==> src/design/mgmt_serial_pkg.sv <==
// package: constants and carrier types for the serial management port
package mgmt_serial_pkg;
    // register addresses
    localparam logic [7:0] power_state_select_addr = 8'h06;
    localparam logic [7:0] ident_word_high_addr = 8'h20;
    localparam logic [7:0] ident_word_low_addr = 8'h21;
    localparam logic [7:0] spec_edition_addr = 8'h22;
    // reset value and ready value of the power state register
    localparam logic [7:0] power_state_select_reset = 8'h01;
    localparam logic [7:0] power_state_ready = 8'h00;
    // identity word field positions
    localparam int product_code_lsb = 11;
    localparam int product_version_lsb = 8;
    localparam int vendor_code_lsb = 0;
    // field widths of the serial frame and the wait limit
    localparam int addr_bits = 8;
    localparam int data_bits = 8;
    localparam logic [4:0] max_wait_cycles = 5'h1F;
    // transmit frame: value and enable of the shared line
    typedef struct packed {
        logic level;
        logic drive;
    } line_out_type;
    // decoded request from the receiver
    typedef struct packed {
        logic is_read;
        logic [7:0] addr;
        logic [7:0] data;
    } request_type;
endpackage

==> src/design/mgmt_reg_file.sv <==
// register file behind the serial management port
`timescale 1ns/10ps
`default_nettype none
module mgmt_reg_file #(
    parameter logic [4:0] product_code = 5'h05,    // arbitrary value
    parameter logic [2:0] product_version = 3'h1,  // arbitrary value
    parameter logic [7:0] vendor_code = 8'h5A,     // arbitrary value
    parameter logic [3:0] edition_major = 4'h1,
    parameter logic [3:0] edition_minor = 4'h0
) (
    input wire logic clk_i,
    input wire logic reset_i,
    input wire logic write_i,
    input wire logic [7:0] addr_i,
    input wire logic [7:0] wdata_i,
    output logic [7:0] rdata_o,
    output logic [7:0] power_state_o,
    output logic ready_state_o
);
    logic [15:0] device_ident_word;
    logic [7:0] spec_edition_code;
    logic [7:0] power_state_select;

    // identity word fields
    assign device_ident_word = {product_code, product_version, vendor_code};
    assign spec_edition_code = {edition_major, edition_minor};

    // writable power state register
    always_ff @(posedge clk_i) begin
        if (reset_i) begin
            power_state_select <= mgmt_serial_pkg::power_state_select_reset;
        end else if (write_i && addr_i == mgmt_serial_pkg::power_state_select_addr) begin
            power_state_select <= wdata_i;
        end
    end

    assign power_state_o = power_state_select;
    assign ready_state_o = (power_state_select == mgmt_serial_pkg::power_state_ready);

    // read mux; unmapped addresses read zero
    always_comb begin
        unique case (addr_i)
            mgmt_serial_pkg::power_state_select_addr: rdata_o = power_state_select;
            mgmt_serial_pkg::ident_word_high_addr: rdata_o = device_ident_word[15:8];
            mgmt_serial_pkg::ident_word_low_addr: rdata_o = device_ident_word[7:0];
            mgmt_serial_pkg::spec_edition_addr: rdata_o = spec_edition_code;
            default: rdata_o = 8'h00;
        endcase
    end
endmodule
`default_nettype wire

==> src/design/phy_mgmt_serial_port.sv <==
// device end of the single-wire serial management port
`timescale 1ns/10ps
`default_nettype none
module phy_mgmt_serial_port #(
    parameter logic [4:0] wait_cycles = 5'h03
) (
    input wire logic clk_i,
    input wire logic reset_i,
    input wire logic serial_data_i,
    output logic serial_data_o,
    output logic serial_data_oe_o,
    output logic [7:0] power_state_o,
    output logic ready_state_o
);
    typedef enum logic [3:0] {
        st_idle = 4'b0000,
        st_op = 4'b0001,
        st_addr = 4'b0010,
        st_wdata = 4'b0011,
        st_wend = 4'b0100,
        st_rend = 4'b0101,
        st_wait = 4'b0111,
        st_start = 4'b1000,
        st_data = 4'b1001,
        st_term = 4'b1010
    } state_type; // codes not listed are illegal and fall back to idle

    // a five-bit parameter cannot pass the limit today; kept so a wider one is caught
    if (wait_cycles > mgmt_serial_pkg::max_wait_cycles) begin : g_wait_limit
        $error("wait_cycles above limit");
    end

    state_type state;
    state_type next_state;
    logic [3:0] bit_count;
    logic [4:0] wait_count;
    logic [7:0] shift_in;
    logic [7:0] shift_out;
    mgmt_serial_pkg::request_type req;
    mgmt_serial_pkg::line_out_type line;
    logic line_meta;
    logic line_sync;
    logic reg_write;
    logic [7:0] reg_rdata;
    logic field_done;
    logic data_done;
    logic [1:0] echo_mask;

    // true in every state in which the device owns the shared line
    function automatic logic owns_line(input state_type s);
        owns_line = (s == st_wait) || (s == st_start) || (s == st_data) || (s == st_term);
    endfunction

    // true on the last bit of a field that is width bits long
    function automatic logic last_bit(input logic [3:0] count, input int width);
        last_bit = (count == 4'(width - 1));
    endfunction

    // two-stage synchroniser on the pin; adds two cycles of latency the mac must allow for
    // both stages reset to zero, the level at which the idle line rests
    always_ff @(posedge clk_i) begin
        if (reset_i) begin
            line_meta <= 1'b0;
            line_sync <= 1'b0;
        end else begin
            line_meta <= serial_data_i;
            line_sync <= line_meta;
        end
    end

    // field ends; address and data are both eight bits today but are counted apart
    assign field_done = last_bit(bit_count, mgmt_serial_pkg::addr_bits);
    assign data_done = last_bit(bit_count, mgmt_serial_pkg::data_bits);

    // the device hears its own reply through the synchroniser two cycles late;
    // without this mask a last data bit of one would be taken for a start bit
    // and the device would swallow the mac's next frame
    always_ff @(posedge clk_i) begin
        if (reset_i) begin
            echo_mask <= 2'b00;
        end else begin
            echo_mask <= {echo_mask[0], owns_line(state)};
        end
    end

    // frame sequencing; the idle-low line means a one in st_idle is a start bit unless echo_mask[1] is set
    // read turnaround, in pin cycles with the mac's start bit at 0: the closing zero
    // stands on the pin in cycle 10 and reaches line_sync in cycle 12 (st_rend);
    // the mac lets go at the start of cycle 11, so the first wait zero, or the start
    // bit when wait_cycles is 0, is driven from cycle 13, the second clock after release
    always_comb begin
        next_state = state;
        unique case (state)
            st_idle: if (line_sync && !echo_mask[1]) next_state = st_op;
            st_op: next_state = st_addr;
            st_addr: if (field_done) next_state = req.is_read ? st_rend : st_wdata;
            st_wdata: if (data_done) next_state = st_wend;
            st_wend: next_state = st_idle;
            st_rend: next_state = (wait_cycles == 5'h00) ? st_start : st_wait;
            st_wait: if (wait_count == wait_cycles - 5'h01) next_state = st_start;
            st_start: next_state = st_data;
            st_data: if (data_done) next_state = st_term;
            st_term: next_state = st_idle;
            default: next_state = st_idle;
        endcase
    end

    // state register
    always_ff @(posedge clk_i) begin
        if (reset_i) begin
            state <= st_idle;
        end else begin
            state <= next_state;
        end
    end

    // bit and wait counters; bit_count restarts on every state change
    // wait_count runs only in st_wait, so every reply waits exactly wait_cycles
    always_ff @(posedge clk_i) begin
        if (reset_i) begin
            bit_count <= 4'h0;
            wait_count <= 5'h00;
        end else begin
            bit_count <= (state == next_state) ? bit_count + 4'h1 : 4'h0;
            wait_count <= (state == st_wait) ? wait_count + 5'h01 : 5'h00;
        end
    end

    // capture op flag, address and write data, msb first
    // req holds address and data until the next frame, so the read mux stays
    // steady through the whole reply
    always_ff @(posedge clk_i) begin
        if (reset_i) begin
            req <= '0;
            shift_in <= 8'h00;
        end else begin
            if (state == st_op) begin
                req.is_read <= line_sync;
            end
            if (state == st_addr || state == st_wdata) begin
                shift_in <= {shift_in[6:0], line_sync};
            end
            if (state == st_addr && field_done) begin
                req.addr <= {shift_in[6:0], line_sync};
            end
            if (state == st_wdata && data_done) begin
                req.data <= {shift_in[6:0], line_sync};
            end
        end
    end

    // commit the write one cycle after the last data bit
    assign reg_write = (state == st_wend);

    // read data loaded at start bit, shifted msb first
    // loaded on the edge that launches bit 7, so bit 6 is next at position 6
    always_ff @(posedge clk_i) begin
        if (reset_i) begin
            shift_out <= 8'h00;
        end else if (state == st_start) begin
            shift_out <= reg_rdata;
        end else if (state == st_data) begin
            shift_out <= {shift_out[6:0], 1'b0};
        end
    end

    // line drive registered so each bit is launched on the rising edge
    // bit 7 comes straight from the mux because shift_out loads on that same edge
    always_comb begin
        line.drive = owns_line(next_state);
        line.level = 1'b0;
        if (next_state == st_start) begin
            line.level = 1'b1;
        end else if (next_state == st_data) begin
            line.level = (state == st_start) ? reg_rdata[7] : shift_out[6];
        end
    end

    // registered pin outputs; computed from next_state, so oe and level line up
    // with the state they belong to and carry no glitches onto the shared wire
    always_ff @(posedge clk_i) begin
        if (reset_i) begin
            serial_data_o <= 1'b0;
            serial_data_oe_o <= 1'b0;
        end else begin
            serial_data_o <= line.level;
            serial_data_oe_o <= line.drive;
        end
    end

    // register file; writes commit one cycle after the last data bit is seen
    mgmt_reg_file u_regs (
        .clk_i(clk_i),
        .reset_i(reset_i),
        .write_i(reg_write),
        .addr_i(req.addr),
        .wdata_i(req.data),
        .rdata_o(reg_rdata),
        .power_state_o(power_state_o),
        .ready_state_o(ready_state_o)
    );
endmodule
`default_nettype wire

==> config.mk <==
export PLATFORM = sky130hd
export DESIGN_NAME = phy_mgmt_serial_port
export DESIGN_NICKNAME = d
export VERILOG_FILES = /design/src/design/mgmt_serial_pkg.sv /design/src/design/mgmt_reg_file.sv /design/src/design/phy_mgmt_serial_port.sv
export SDC_FILE = /design/constraint.sdc
export NUM_CORES = 1
export LEC_CHECK = 0
export BUFFER_PORTS_ARGS = -buffer_cell sky130_fd_sc_hd__buf_2
export CORE_MARGIN = 3
export CORE_UTILIZATION = 56
export DETAILED_ROUTE_END_ITERATION = 7
export PLACE_DENSITY = 0.7
export SLEW_MARGIN = 10
export SYNTH_ARGS = -nofsm -noshare
export SYNTH_HDL_FRONTEND = slang
export SYNTH_SLANG_ARGS = --single-unit
export TNS_END_PERCENT = 1
==> constraint.sdc <==
create_clock -name clk_i -period 2.51 [get_ports clk_i]
set_clock_uncertainty 0.2 [all_clocks]
set_input_delay 0.502 -clock clk_i [delete_from_list [all_inputs] [get_ports clk_i]]
set_output_delay 0.502 -clock clk_i [all_outputs]
set_load 0.02 [all_outputs]
==> summary.md <==
The class of the most critical hold timing path is primary input to flop. The routed length per instance came out at 15.5 um. The capturing element type of the critical path was a flop. In this run, post-CTS repair resized a total of 0 instances. The clock net in this run drives a total of 58 sinks.

The first detailed-routing pass ran for 4 iterations. Kind of cell adding the most delay to the critical path: simple AND/OR/NAND/NOR gates. When the netlist entered floorplanning its net count stood at 282. 14 I/O pins were placed.

For met2 alone, demand over resource in global routing was 35.5%. The final critical-path required period came out at 2.23 ns. In this run the most used layer during global routing was met2. The power density of the placed cells is 618 nW/um^2. Global routing used 23.3% of the available tracks.

Ranked by total cell area, the synthesized netlist is headed by dfxtp_1, mux2i_1, nor2_1. In the routed design, unresolved DRC markers number 0. After routing, the total negative slack on setup checks comes to 0 ns. The critical path goes through or4_4, nor2_4, or4b_1, buf_4, mux2i_1, nor2_1.

At the end of routability-driven placement, the weighted congestion stood at 0.829. The final critical path takes up 89.0% of the cycle. The run gives 0.175 ns as the worst-case hold slack. STA puts the critical path data arrival time at 2.24 ns. The via-per-instance ratio was 5.73. The largest individual stage delay along the critical path comes from the cell or4_4. The vias after detailed routing was 2010. The count of state elements after synthesis was 58. Wire length of the first global-routing pass: 9300 um. TritonCTS built the clock tree. The run gives 0 as the residual antenna-violating net count after detailed routing. The synthesized instance count was 276.

Leaving out fill and tap cells, the most frequent cell in the layout is dfxtp_1. The run gives 49 as the distinct cell type count after synthesis. The cell sitting at the root of the clock tree is a clkbuf_8. In this design, the stage delay of the slowest critical-path cell is 0.56 ns. The clock passes through at most 2 buffers. Largest fanout on the critical path: 8. The critical path in this run is classified as flop to flop. The upper clock frequency limit was 448 MHz. The logs give 46.7% for the proportion of synthesized chip area in sequential cells and 212 for the initial detailed-routing violation count. The die covers 5280 um^2. The sort of element at the start of the critical path was a flop.

The area growth from synthesis to layout was 12.7%. The core region is 4140 um^2. The met1 track demand over resource is 30.2%, and the met3 usage in global routing is 5.65%. For the pin count of the biggest net entering global routing, the log shows 33. Port buffering added 13 buffers. The proportion of synthesized flip-flops having asynchronous set or reset is 0%. IR analysis of the VDD net gives a maximum drop of 508 uV. The H-tree was split into 3 levels. For this run, the post-layout net count is 303.

The post-route netlist has 13.6% of its cells at a drive strength greater than 1. Setup repair after global routing left no endpoint under its margin. Initial antenna violation count: 0.

The run gives 0 as the count of hold-fix buffers inserted at cts. The run finished with clean final reports. STA puts the critical path data required time at 2.52 ns. The total overflow left after global routing is 0. The floorplan die height works out to 72.6 um. The run gives 0 as the final max-slew violation count. For the pin with the worst max-slew slack, the measured transition is 0.566 ns. Prevailing post-synth register cell: dfxtp_1. Counting the fill cells in the layout gives 344. The area share of the largest cell type after synthesis is 46.7%.

In this run the mean area of a mapped cell was 9.01 um^2. The total buffers and inverters traversed by the critical path was 1; the remaining max-slew budget at the tightest pin was 61.3%. Number of hold-slack violations in the final timing report: 0.

From left edge to right edge, the die measures 72.6 um. For the worst-skew pair, the clock arrives at the later sink with an insertion delay of 0.33 ns. The combined area of all synthesized cells was 2490 um^2.

During synthesis, Yosys emitted a total of 0 warnings. In the layout the commonest cells are dfxtp_1, nor2_1, mux2i_1, nand2_1, a21oi_1. The logs give 0 for the final setup violation count and 60.0% for the initial core utilization.

The count of flip-flops with a built-in enable after synthesis was 0. For the max-capacitance violation count, the log shows 0. The via count of the first global-routing pass is 1941. Clock-pin slew of the registers on the worst-case setup and hold paths: 0.06 ns. In this run the static leakage power is 1.14 nW. Buffers added to address setup during post-CTS repair amount to 0.

The logs give 5450 um for the final wirelength and 0 for the diode insertion count for antenna repair. The total CTS buffers is 9, and the sum of net half-perimeters after detailed placement is 3740 um. The synthesized design spends more area on one cell type than any other, namely dfxtp_1.

After floorplanning, the core was divided into 23 placement rows.
metrics by stage:
stage / util, % / cells / instance area (um^2) / total power [mW] / setup WS, ns
2_1_floorplan: - / 276 / 2490 / 0.988 / 0.345
3_3_place_gp: 63.5 / 336 / 2630 / 1.00 / 0.349
4_1_cts: 67.6 / 351 / 2800 / 1.75 / 0.284
3_5_place_dp: 63.5 / 336 / 2630 / 1.00 / 0.322
5_1_grt: 67.6 / 351 / 2800 / 1.80 / 0.180
6_report: 67.6 / 351 / 2800 / 1.73 / 0.276
power by group:
part	internal, mW	switching (mW)	leakage, nW
Clock	0.401	0.349	0.0920
Sequential	0.928	0.0103	0.468
Combinational	0.0150	0.0277	0.578
Total	1.34	0.387	1.14
area by class of cell:
| class | instances | area [um^2] | share of cell area [%] |
|---|---|---|---|
| clock buffers | 12 | 155 | 5.54 |
| repair buffers | 23 | 140 | 5.00 |
| inverters | 7 | 26.3 | 0.938 |
| well taps | 50 | 62.6 | 2.23 |
| multi-input cells | 198 | 1240 | 44.3 |
| clock inverters | 3 | 15.0 | 0.536 |
| flip-flops and latches | 58 | 1160 | 41.4 |
cells in the mapped netlist, types with 2 or more instances:
cell and n:
a211o_1 2, a211oi_1 3, a21oi_1 20, a22oi_1 3
and3_1 3, clkbuf_1 10, dfxtp_1 58, ha_1 3
inv_1 7, mux2i_1 24, nand2_1 22, nand2b_1 7
nand3_1 4, nand3b_1 2, nand4_1 2, nand4b_1 2
nor2_1 51, nor2b_1 4, nor3_1 6, nor3b_1 4
nor4_1 2, nor4b_1 2, o21ai_0 3, o311ai_0 2
or4_1 2, xnor2_1 3, xor2_1 3
flip-flops by register name, indices dropped and copies added (netlist names), 2 cells and up:
register and count:
shift_out 7, state 4, echo_mask 2, shift_in 7, req 17, wait_count 5
bit_count 4, u_regs.power_state_o 8
kinds of logic (layout without fill, tap and decap cells):
logic type | Yosys count | count (layout) | synth area share (%)
XOR/XNOR | 6 | 6 | 2.11
multiplexers | 24 | 24 | 9.66
adder cells (fa/ha/maj) | 3 | 3 | 1.51
AND/OR/NAND/NOR | 120 | 120 | 24.7
buffers and inverters | 20 | 45 | 3.37
AO/OA/AOI/OAI | 45 | 45 | 12.0
flip-flops | 58 | 58 | 46.7
worst paths after layout:
path         slack, ns                     from                              endpoint  cells after the start
max               0.28     req[11]$_SDFFE_PP0P_  u_regs.power_state_o[2]$_SDFFE_PP0P_                      6
min               0.17            serial_data_i                  line_meta$_SDFF_PP0_                      2
max reg2reg       0.28     req[11]$_SDFFE_PP0P_  u_regs.power_state_o[2]$_SDFFE_PP0P_                      6
min reg2reg       0.24  echo_mask[0]$_SDFF_PP0_               echo_mask[1]$_SDFF_PP0_                      1
layer usage:
metal	routed length (um)	vias up	share of wire [%]
li1	-	1015	-
met1	2660	938	49
met2	2420	46	44
met3	249	11	4.6
met4	122	0	2.2
met5	0	-	0
No activity file was read; power rests on OpenSTA's default activity.
